===== src/shared/dict_pkg.sv =====
package dict_pkg;
  // instruction classes known to the timing control
  typedef enum logic [4:0] {
    OP_NOP, OP_BRANCH, OP_BRANCH_ACC, OP_CALL, OP_CALL_ACC, OP_RETURN,
    OP_BRANCH_PTR_NZ, OP_BRANCH_COND, OP_CALL_COND, OP_RETURN_COND,
    OP_RETURN_CTX, OP_RETURN_CTX_IRQ, OP_SOFT_INT, OP_NMI, OP_COND_EXEC,
    OP_BMOVE_DD, OP_BMOVE_DP, OP_BMOVE_PD, OP_PORT_IN, OP_PORT_OUT,
    OP_MAPPED_LOAD, OP_MAPPED_STORE, OP_DATA_MOVE, OP_BIT_TEST,
    OP_POP_ACC, OP_PUSH_ACC, OP_POP_MEM, OP_PUSH_MEM,
    OP_REPEAT, OP_REPEAT_BLOCK, OP_REPEAT_CLEAR
  } dict_op_type;

  typedef struct packed {
    dict_op_type op;
    logic        delayed;    // delayed form of branch/call/return
    logic        condTrue;   // all conditions hold / pointer nonzero
    logic        longImm;    // operand from long immediate word
    logic        periphReg;  // mapped register is a peripheral one
    logic        extWrite;   // instruction writes external memory
    logic        extRead;    // instruction reads external memory
    logic        saramClash; // same single-access block touched twice
  } dict_instr_type;

  typedef struct packed {
    logic [1:0] words;
    logic [3:0] cycles;
    logic       flushSlots;  // transfer after the delay slots
    logic       clearAccProd;
    logic       enableIrq;
  } dict_timing_type;

  localparam logic [1:0] WORDS_ONE = 2'h1;
  localparam logic [1:0] WORDS_TWO = 2'h2;
  localparam logic [3:0] CYC_ONE   = 4'h1;
  localparam logic [3:0] CYC_TWO   = 4'h2;
  localparam logic [3:0] CYC_THREE = 4'h3;
  localparam logic [3:0] CYC_FOUR  = 4'h4;
  localparam logic [3:0] EXT_WRITE_EXTRA      = 4'h1;
  localparam logic [3:0] EXT_TURNAROUND_EXTRA = 4'h1;
  localparam logic [3:0] SARAM_CLASH_EXTRA    = 4'h1;
  localparam int         WAIT_WIDTH           = 3;
  localparam int         DELAY_SLOT_WORDS     = 2;
endpackage


===== src/dict_instruction_timing.sv =====
// How it works
// - branches, calls, return: 4 cycles, delayed 2
// - pointer-nonzero branch: two words, 4/2/2 cycles
// - conditional transfers: 4, delayed 2, failed 2
// - context returns and interrupts take 4 cycles
// - conditional execute: one word, one cycle
// - data-to-data move: 2 or 3 cycles
// - data-to-program move: one word, 2 cycles
// - program-to-data move: 2 or 3 cycles
// - port in 2, port out 3, two words
// - mapped register: core 2, peripheral 3
// - data move: one word, one cycle
// - indirect bit test: one word, one cycle
// - accumulator push/pop: one word, one cycle
// - memory push/pop: one word, one cycle
// - repeats take 2; clear form zeroes registers
// - external write two cycles, read one
// - write after or with a read stretches to three
// - single-access block clash adds one cycle
// - external accesses add programmed wait states
module dict_instruction_timing
  import dict_pkg::*;
#(
  parameter int WAIT_W = WAIT_WIDTH
) (
  input  wire logic              clock,
  input  wire logic              rst_b,
  input  wire logic              issueValid,
  input  dict_instr_type         issueInstr,
  input  wire logic [WAIT_W-1:0] progWait,
  input  wire logic [WAIT_W-1:0] dataWait,
  input  wire logic [WAIT_W-1:0] ioWait,
  input  wire logic              extProgFetch,
  output logic                   issueReady,
  output logic                   doneValid,
  output logic [3:0]             doneCycles,
  output logic [1:0]             doneWords,
  output logic                   transferNow,
  output logic                   clearAccProd,
  output logic                   enableIrq,
  output logic                   condExecNext,
  output logic                   busy
);

  // --------------------------------------------------------------------
  // base timing lookup
  // --------------------------------------------------------------------
  function automatic dict_timing_type baseTiming(dict_instr_type ins);
    dict_timing_type t;
    t = '{words: WORDS_ONE, cycles: CYC_ONE, flushSlots: 1'b0,
          clearAccProd: 1'b0, enableIrq: 1'b0};
    case (ins.op)
      OP_BRANCH, OP_CALL: begin
        t.words  = WORDS_TWO;
        t.cycles = ins.delayed ? CYC_TWO : CYC_FOUR;
        t.flushSlots = ins.delayed;
      end
      OP_BRANCH_ACC, OP_CALL_ACC, OP_RETURN: begin
        t.cycles = ins.delayed ? CYC_TWO : CYC_FOUR;
        t.flushSlots = ins.delayed;
      end
      OP_BRANCH_PTR_NZ, OP_BRANCH_COND, OP_CALL_COND: begin
        t.words  = WORDS_TWO;
        t.cycles = (ins.condTrue && !ins.delayed) ? CYC_FOUR : CYC_TWO;
        t.flushSlots = ins.delayed && ins.condTrue;
      end
      OP_RETURN_COND: begin
        t.cycles = (ins.condTrue && !ins.delayed) ? CYC_FOUR : CYC_TWO;
        t.flushSlots = ins.delayed && ins.condTrue;
      end
      OP_RETURN_CTX, OP_SOFT_INT, OP_NMI: begin
        t.cycles = CYC_FOUR;
      end
      OP_RETURN_CTX_IRQ: begin
        t.cycles    = CYC_FOUR;
        t.enableIrq = 1'b1;
      end
      OP_COND_EXEC: t.cycles = CYC_ONE;
      OP_BMOVE_DD, OP_BMOVE_PD: begin
        t.words  = ins.longImm ? WORDS_TWO : WORDS_ONE;
        t.cycles = ins.longImm ? CYC_THREE : CYC_TWO;
      end
      OP_BMOVE_DP: t.cycles = CYC_TWO;
      OP_PORT_IN: begin
        t.words  = WORDS_TWO;
        t.cycles = CYC_TWO;
      end
      OP_PORT_OUT: begin
        t.words  = WORDS_TWO;
        t.cycles = CYC_THREE;
      end
      OP_MAPPED_LOAD, OP_MAPPED_STORE: begin
        t.words  = WORDS_TWO;
        t.cycles = ins.periphReg ? CYC_THREE : CYC_TWO;
      end
      OP_DATA_MOVE: t.cycles = CYC_ONE;
      OP_BIT_TEST: t.cycles = CYC_ONE;
      OP_POP_ACC, OP_PUSH_ACC: t.cycles = CYC_ONE;
      OP_POP_MEM, OP_PUSH_MEM: t.cycles = CYC_ONE;
      OP_REPEAT, OP_REPEAT_BLOCK: begin
        t.words  = (ins.op == OP_REPEAT_BLOCK) ? WORDS_TWO : WORDS_ONE;
        t.cycles = CYC_TWO;
      end
      OP_REPEAT_CLEAR: begin
        t.words  = WORDS_TWO;
        t.cycles = CYC_TWO;
        t.clearAccProd = 1'b1;
      end
      default: t.cycles = CYC_ONE;
    endcase
    return t;
  endfunction

  function automatic logic usesIo(dict_op_type op);
    return (op == OP_PORT_IN) || (op == OP_PORT_OUT);
  endfunction

  // --------------------------------------------------------------------
  // instruction decode
  // --------------------------------------------------------------------
  function automatic logic isTransferOp(dict_op_type op);
    logic hit;
    case (op)
      OP_BRANCH, OP_BRANCH_ACC, OP_CALL, OP_CALL_ACC, OP_RETURN,
      OP_RETURN_CTX, OP_RETURN_CTX_IRQ, OP_SOFT_INT, OP_NMI,
      OP_BRANCH_PTR_NZ, OP_BRANCH_COND, OP_CALL_COND,
      OP_RETURN_COND: hit = 1'b1;
      default:        hit = 1'b0;
    endcase
    return hit;
  endfunction

  function automatic logic isUncondOp(dict_op_type op);
    logic hit;
    case (op)
      OP_BRANCH, OP_BRANCH_ACC, OP_CALL, OP_CALL_ACC, OP_RETURN,
      OP_RETURN_CTX, OP_RETURN_CTX_IRQ, OP_SOFT_INT,
      OP_NMI:  hit = 1'b1;
      default: hit = 1'b0;
    endcase
    return hit;
  endfunction

  // --------------------------------------------------------------------
  // bus and wait extras
  // --------------------------------------------------------------------
  // write, turnaround and clash cycles on top of the base count
  function automatic logic [3:0] busExtra(dict_instr_type ins,
                                          logic           lastRd,
                                          logic           lastWr);
    logic [3:0] e;
    e = 4'h0;
    if (ins.extWrite) begin
      e = e + EXT_WRITE_EXTRA;
      // write against a read on either side needs a bus turnaround
      if (ins.extRead || lastRd) begin
        e = e + EXT_TURNAROUND_EXTRA;
      end
    end else if (ins.extRead && lastWr) begin
      e = e + EXT_TURNAROUND_EXTRA;
    end
    if (ins.saramClash) begin
      e = e + SARAM_CLASH_EXTRA;
    end
    return e;
  endfunction

  // wait states of the memory spaces the instruction touches
  function automatic logic [3:0] waitExtra(dict_instr_type    ins,
                                           logic [WAIT_W-1:0] pw,
                                           logic [WAIT_W-1:0] dw,
                                           logic [WAIT_W-1:0] iw,
                                           logic              extFetch);
    logic [3:0] w;
    w = 4'h0;
    if (ins.extRead || ins.extWrite) begin
      w = usesIo(ins.op) ? 4'(iw) : 4'(dw);
    end
    if (extFetch) begin
      w = w + 4'(pw);
    end
    return w;
  endfunction

  // sum saturates at 15; long wait configs are clipped, not wrapped
  function automatic logic [3:0] satSum(logic [3:0] a, logic [3:0] b,
                                        logic [3:0] c);
    logic [5:0] s;
    s = {2'h0, a} + {2'h0, b} + {2'h0, c};
    return (s > 6'h0F) ? 4'hF : s[3:0];
  endfunction

  // --------------------------------------------------------------------
  // cycle accounting
  // --------------------------------------------------------------------
  dict_timing_type base;
  logic [3:0]      extra;
  logic [3:0]      total;
  logic [3:0]      waitAdd;
  logic            accept;
  logic            lastWasRead_q;
  logic            lastWasWrite_q;
  logic [3:0]      remain_q;
  logic [3:0]      remain_d;
  logic [1:0]      slots_q;
  logic            slotsPending_q;
  logic            takeOver;
  logic            directTransfer;

  assign accept     = issueValid && issueReady;
  assign issueReady = (remain_q == 4'h0);
  assign busy       = !issueReady;

  always_comb begin
    base    = baseTiming(issueInstr);
    extra   = busExtra(issueInstr, lastWasRead_q, lastWasWrite_q);
    waitAdd = waitExtra(issueInstr, progWait, dataWait, ioWait,
                        extProgFetch);
    total   = satSum(base.cycles, extra, waitAdd);
  end

  // an accept reloads the count, which then runs down to zero
  always_comb begin
    remain_d = remain_q;
    if (accept) begin
      remain_d = total - 4'h1;
    end else if (remain_q != 4'h0) begin
      remain_d = remain_q - 4'h1;
    end
  end

  // --------------------------------------------------------------------
  // state
  // --------------------------------------------------------------------
  always_ff @(posedge clock or negedge rst_b) begin
    if (!rst_b) begin
      remain_q <= 4'h0;
    end else begin
      remain_q <= remain_d;
    end
  end

  // direction of the last access, for the next turnaround
  always_ff @(posedge clock or negedge rst_b) begin
    if (!rst_b) begin
      lastWasRead_q <= 1'b0;
    end else if (accept) begin
      lastWasRead_q <= issueInstr.extRead;
    end
  end

  always_ff @(posedge clock or negedge rst_b) begin
    if (!rst_b) begin
      lastWasWrite_q <= 1'b0;
    end else if (accept) begin
      lastWasWrite_q <= issueInstr.extWrite;
    end
  end

  // --------------------------------------------------------------------
  // completion report
  // --------------------------------------------------------------------
  always_ff @(posedge clock or negedge rst_b) begin
    if (!rst_b) begin
      doneValid <= 1'b0;
    end else begin
      doneValid <= accept;
    end
  end

  // count and size stand until the next accept
  always_ff @(posedge clock or negedge rst_b) begin
    if (!rst_b) begin
      doneCycles <= 4'h0;
      doneWords  <= 2'h0;
    end else if (accept) begin
      doneCycles <= total;
      doneWords  <= base.words;
    end
  end

  always_ff @(posedge clock or negedge rst_b) begin
    if (!rst_b) begin
      clearAccProd <= 1'b0;
    end else begin
      clearAccProd <= accept && base.clearAccProd;
    end
  end

  always_ff @(posedge clock or negedge rst_b) begin
    if (!rst_b) begin
      enableIrq <= 1'b0;
    end else begin
      enableIrq <= accept && base.enableIrq;
    end
  end

  // a failed condition skips the following words, so no pulse
  always_ff @(posedge clock or negedge rst_b) begin
    if (!rst_b) begin
      condExecNext <= 1'b0;
    end else begin
      condExecNext <= accept && (issueInstr.op == OP_COND_EXEC)
                      && issueInstr.condTrue;
    end
  end

  // --------------------------------------------------------------------
  // delayed transfers
  // --------------------------------------------------------------------
  // delayed transfer fires once the following slot words have issued
  assign takeOver = slotsPending_q && accept && (slots_q == 2'h1);
  // a plain transfer takes effect at once; slot words never transfer
  assign directTransfer = accept && !slotsPending_q && !base.flushSlots
                          && isTransferOp(issueInstr.op)
                          && (issueInstr.condTrue
                              || isUncondOp(issueInstr.op));

  always_ff @(posedge clock or negedge rst_b) begin
    if (!rst_b) begin
      slots_q <= 2'h0;
    end else if (accept && slotsPending_q) begin
      slots_q <= slots_q - 2'h1;
    end else if (accept && base.flushSlots) begin
      slots_q <= 2'(DELAY_SLOT_WORDS);
    end
  end

  always_ff @(posedge clock or negedge rst_b) begin
    if (!rst_b) begin
      slotsPending_q <= 1'b0;
    end else if (takeOver) begin
      slotsPending_q <= 1'b0;
    end else if (accept && base.flushSlots) begin
      slotsPending_q <= 1'b1;
    end
  end

  always_ff @(posedge clock or negedge rst_b) begin
    if (!rst_b) begin
      transferNow <= 1'b0;
    end else begin
      transferNow <= takeOver || directTransfer;
    end
  end

endmodule // dict_instruction_timing


===== config.mk =====
export PLATFORM = sky130hd
export DESIGN_NAME = dict_instruction_timing
export DESIGN_NICKNAME = d
export VERILOG_FILES = /design/src/shared/dict_pkg.sv /design/src/dict_instruction_timing.sv
export SDC_FILE = /design/constraint.sdc
export NUM_CORES = 1
export LEC_CHECK = 0
export ABC_CLOCK_PERIOD_IN_PS = 3560
export BUFFER_PORTS_ARGS = -buffer_cell sky130_fd_sc_hd__buf_4
export CELL_PAD_IN_SITES_DETAIL_PLACEMENT = 1
export CELL_PAD_IN_SITES_GLOBAL_PLACEMENT = 2
export CORE_ASPECT_RATIO = 0.9
export CORE_MARGIN = 2
export CORE_UTILIZATION = 31
export CTS_CLUSTER_DIAMETER = 200
export DETAILED_ROUTE_END_ITERATION = 8
export PLACE_DENSITY_LB_ADDON = 0.1
export SLEW_MARGIN = 20
export SYNTH_ARGS = -nofsm -noshare
export SYNTH_HDL_FRONTEND = slang
export SYNTH_SLANG_ARGS = --single-unit
export TNS_END_PERCENT = 1

===== constraint.sdc =====
create_clock -name clock -period 3.56 [get_ports clock]
set_clock_uncertainty 0.1 [all_clocks]
set_input_delay 0.534 -clock clock [delete_from_list [all_inputs] [get_ports clock]]
set_output_delay 0.534 -clock clock [all_outputs]
set_load 0.1 [all_outputs]

======== Yosys cells after proc, flatten, opt, wreduce, memory -nomap -nowiden ========
Memory sizes are Yosys's and may differ from the RTL's.
Cells that the tools add are included.
word-level totals
  output and inout port bits .............. 13
  register bits after elaboration ......... 20
  memories kept ........................... 2
  ROM bits ................................ 32
memories
  memory           depth  bits a word  read ports  clocked after Yosys merged registers in  write ports  RTL line                        text
  (no name shown)  16     1            1           0                                        0            dict_instruction_timing.sv:135  case (op)
  (no name shown)  16     1            1           0                                        0            dict_instruction_timing.sv:123  case (op)
cells by class
  order comparisons ....................... 1
  add/subtract/negate cells ............... 7
  reduce and logical (&&, ||, !) cells .... 37
  equal/unequal tests ..................... 25
  mux-type cells .......................... 27
operators by type and width
  kind                 count
  $eq 5x5->1 const B   9
  $eq 5x4->1 const B   8
  $mux 4               6
  $pmux 3 s7           1
  $eq 5x3->1 const B   4
  $logic_and 1x1->1    15
  $mux 3               4
  $eq 5x2->1 const B   2
  $mux 2               5
  $reduce_or 10->1     1
  $reduce_or 5->1      2
  $mux 1               9
  $reduce_or 4->1      2
  $sub 4x1->4 const B  2
  $add 5x4->6          1
  $gt 6x4->1 const B   1
  $pmux 2 s3           1
  $reduce_bool 2->1    3
  $reduce_or 2->1      3
  $add 4x4->5          1
  $eq 5x1->1 const B   1
  $logic_or 1x1->1     5
  $add 4x1->4 const B  1
  $add 4x3->4          1
  other kinds (6)      9

======== Depth between registers and ports, before layout ========
  depth after elaboration ................. 11
  depth in mapped cells ................... 20
  gate-level depth less buffers ........... 19

======== Worst setup path before layout ========
Ideal clock, no wire load.
  path kind ............................... input to register
  start point ............................. in issueInstr[11] (netlist bit)
  end point ............................... reg remain_q[2]
  setup time .............................. 100 ps
  path slack .............................. -1060 ps
  data arrival time ....................... 4420 ps
  stages on the path ...................... 20
  cells stage by stage .................... clkbuf_1 and4bb_2 mux2i_1 nor2_1 ha_1 fa_1 xnor2_1 nand2_1 o21ai_0 fa_1 inv_1 ha_1 a21o_1 a21oi_1 a21oi_1 nor2_1 ha_1 nor3_1 a211o_1 a311oi_1
on the way
  word-level cells in the longest chain between the ends .. 11
ends and longest elaborated chain
  element                                                              RTL line                        text
  start: declaration                                                   dict_instruction_timing.sv:29   input dict_instr_type issueInstr,
  parallel branches: the longest is 6 deep, another holds $add 4x4->5  -
  $add 5x4->6 *                                                        dict_instruction_timing.sv:189  s = {2'h0, a} + {2'h0, b} + {2'h0, c};
  $gt 6x4->1                                                           dict_instruction_timing.sv:190  return (s > 6'h0F) ? 4'hF : s[3:0];
  $mux 4 *                                                             dict_instruction_timing.sv:190
  $sub 4x1->4 *                                                        dict_instruction_timing.sv:226  remain_d = total - 4'h1;
  $mux 4 *                                                             dict_instruction_timing.sv:225  if (accept) begin
  end signal: assignment                                               dict_instruction_timing.sv:239  remain_q <= remain_d;
  end: declaration                                                     dict_instruction_timing.sv:203  logic [3:0] remain_q;
Mark *: on every way between the ends.
A chain may end at the register's enable or synchronous reset.

======== Worst setup path after layout ========
  start point ............................. in issueInstr[10] (netlist bit)
  end point ............................... reg remain_q[2]
The elaborated chain is that of the path after synthesis.

==> summary.md <==
Global route
- aggregate global routing overflow: 0
- antenna violations before repair: 0
- first-pass GRT wire length: 7617 µm
- overall track demand over capacity in global routing: 17.02%
- via count of the first global-routing pass: 1587
- pin count of the biggest net entering global routing: 21

Setup path
- CP cell instances: buf_6 > and4bb_2 > mux2i_1 > nor2_1 > ha_2 > fa_2 > xnor2_2 > nand2_1 > o21ai_2 > fa_1 > inv_1 > ha_1 > a21o_1 > a21oi_4 > a21oi_2 > nor2_1 > ha_2 > nor3_1 > a211o_1 > a311oi_2
- FF-to-FF End: remain_q[2]
- launch point of the worst path: issueInstr[10]
- type of the worst setup path: input port to register
- launch instance of the worst register-to-register path: lastWasRead_q
- Critical Path Start Type: input port
- kind of end point of the critical path: register
- maximum fanout along the worst path: 4
- Crit path required time: 3.62 ns
- Worst EP arrival: 4.24 ns
- worst reg2reg setup slack: 0.73 ns
- delay of the slowest cell on the worst path: 0.53 ns
- standard cell with the maximum stage delay on the critical path: fa_1
- worst r2r path cells: 13

Floorplan
- I/O pin count: 38
- die outline height: 71.76 µm
- number of rows in the core area: 24
- die footprint: 5690 µm²
- Core Area: 4895 µm²
- die span in x: 79.29 µm
- initial standard-cell utilization of the core: 32.31%

Drt
- sum of routed wire length over all layers: 4565 µm
- DRC violation count after routing: 0
- total via count in the routed design: 1545
- count of TritonRoute iterations in the first routing pass: 4
- detail-routed via count per cell: 5.033
- Routed WL per cell: 14.87 µm
- number of DRC markers in iteration 0: 36
- number of routed nets with antenna violations: 0

Clock tree
- clock-pin slew on the worst setup and hold paths: 0.07 ns
- depth of the CTS H-tree: 1
- CTS tree: yes
- clock network latency to the later pin of the worst-skew pair: 0.26 ns
- maximum clock path buffer count: 2
- number of buffers inserted by hold repair at cts: 0
- clock tree sinks: 20
- root buffer selected by CTS: clkbuf_8
- Num CTS Buffers: 3

STA
- slack of the critical path: -0.6156 ns
- Setup TNS Final: -1.341 ns
- pins over their slew limit: 0
- final worst path period share: 117.3%
- final hold violations: 0
- Setup Viol. Count Final: 7
- RSZ-0062 raised after global routing: yes
- peak clock frequency supported by timing: 239.5 MHz
- fin crit period: 4.176 ns
- worst hold slack across all endpoints: 0.04261 ns

Synthesis
- leading cell type by number of instances after synthesis: dfrtp_1
- number of synthesized flops with an enable pin: 0
- #FFs+latches synth: 20
- Avg Inst Size Synth: 8.690 µm²
- asr flop ratio synth: 100.0%
- number of warnings reported in the yosys synthesis log: 0
- Mapped Cells: 182
- number of distinct library cell variants in the gate-level netlist after synthesis: 49
- top cells by area, synth: dfrtp_1, ha_1, fa_1
- commonest cells in the netlist: dfrtp_1, a21oi_1, nand2_1, inv_1, nor2_1
- net count after synthesis: 221
- most used flip-flop cell after synthesis: dfrtp_1
- post-synth top area share: 31.65%
- portion of the post-synthesis area used by sequential elements: 31.65%
- Synth Cell Area: 1582 µm²
- top cell type by total area after synthesis: dfrtp_1

Placement
- post-detailed-placement half-perimeter wirelength: 3711 µm
- Area after DPL: 2113 µm²
- gpl congestion: 0.8004
- Port Buffers: 37

Cells and area
- count of fill cells added during filler insertion: 599
- fraction of final layout cells with drive strength greater than 1: 37.60%
- area delta synth->final: 40.74%
- total number of nets in the final design: 283
- post-route cell area: 2226 µm²
- number of diodes: 0
- final cell utilization of the core: 45.48%

Outcome
- outcome: finished with violations
- violated checks: setup timing

Power and ir drop
- LEAKAGE: 1.078 nW
- pwr dens: 691.2 nW/µm²
- maximum vdd ir drop: 0.3385 mV

Run
- max_cap viols: 0

Min path
- class of the tightest hold or removal check: input port to async pin

[flip-flops by register name, indices dropped and copies added, names as in the netlist]
signal          flops
enableIrq           1
remain_q            4
doneWords           2
doneCycles          4
clearAccProd        1
lastWasRead_q       1
doneValid           1
lastWasWrite_q      1
condExecNext        1
slots_q             2
transferNow         1
slotsPending_q      1
[layer usage]
metal / wire [µm] / up-vias / track usage (%)
li1: - / 763 / -
met1: 2120 / 751 / 21.96
met2: 2268 / 27 / 30.13
met3: 124 / 4 / 1.763
met4: 53 / 0 / 5.172
met5: 0 / - / 0
[layout make-up]
cell class                 count  area (µm²)  area share [%]
tap                           65       81.33           3.654
timing repair buffer          66       503.0           22.60
clock buffer                   3       41.29           1.855
sequential                    20       500.5           22.48
multi-input combinational    137        1039           46.66
inverter                      16       61.31           2.754
[worst max-delay path by stage]
stage,to,depth (start not counted)
2_1_floorplan,remain_q[2],18
3_3_place_gp,remain_q[2],20
3_5_place_dp,remain_q[2],20
4_1_cts,remain_q[2],20
5_1_grt,remain_q[2],20
6_report,remain_q[2],20
[power by group]
part           switching [mW]  total (mW)  internal, mW
logic                   0.664        1.01         0.351
registers              0.0674       0.379         0.311
clock network          0.0697       0.145        0.0753
[cell families after synthesis]
family	after synthesis	synth area share, %
AOI/OAI and AO/OA	56	24.13
xor gates and xnor gates	5	2.769
adders and majority gates	14	13.45
buffers and inverters	25	6.803
DFF	20	31.65
muxes	3	1.899
other	1	0.2371
and+or+nand+nor	58	19.07
[cells in the final DEF (no fill, tap or decap), types with 2 or more instances in the layout]
cell type | synthesis | layout
a21o_1 | 7 | 7
dfrtp_1 | 20 | 20
clkbuf_8 | 0 | 3
xnor2_1 | 3 | 2
nor2b_1 | 3 | 3
o21a_1 | 2 | 2
a21oi_1 | 16 | 13
inv_1 | 14 | 14
nor2_1 | 14 | 13
ha_2 | 0 | 3
o21ai_0 | 8 | 7
nor4_1 | 2 | 2
mux2i_1 | 3 | 3
o221ai_1 | 2 | 2
buf_6 | 1 | 2
fa_1 | 5 | 3
ha_1 | 9 | 6
nand3_1 | 6 | 6
nand2_1 | 15 | 15
nand3b_1 | 2 | 2
buf_4 | 1 | 64
fa_2 | 0 | 2
nor3_1 | 5 | 5
a31oi_1 | 6 | 5
a21oi_2 | 0 | 2
and2_1 | 2 | 2
nand2b_1 | 4 | 4
[through the flow]
| stage | total power, mW | worst slack [ns] | cells |
|---|---|---|---|
| 2_1_floorplan | 1.071 | -0.5967 | 182 |
| 3_3_place_gp | 1.308 | -0.8662 | 301 |
| 3_5_place_dp | 1.352 | -1.064 | 301 |
| 4_1_cts | 1.526 | -0.6610 | 306 |
| 5_1_grt | 1.648 | -0.8246 | 307 |
| 6_report | 1.539 | -0.6156 | 307 |
[repair_timing]
item	4_1_cts	5_1_grt
setup buffers	2	1
endpoints found under the setup margin	8	8
resized for setup	7	5
pin swaps	10	8
[critical path, delay by kind of cell]
kind                       cells  cell delay, ns
xor gates and xnor gates       1            0.14
buffers and inverters          2            0.14
and+or+nand+nor                5            0.66
AOI/OAI and AO/OA              6            0.95
adders and majority gates      5            1.57
muxes                          1            0.24
No activity file was read; power rests on OpenSTA's default activity.
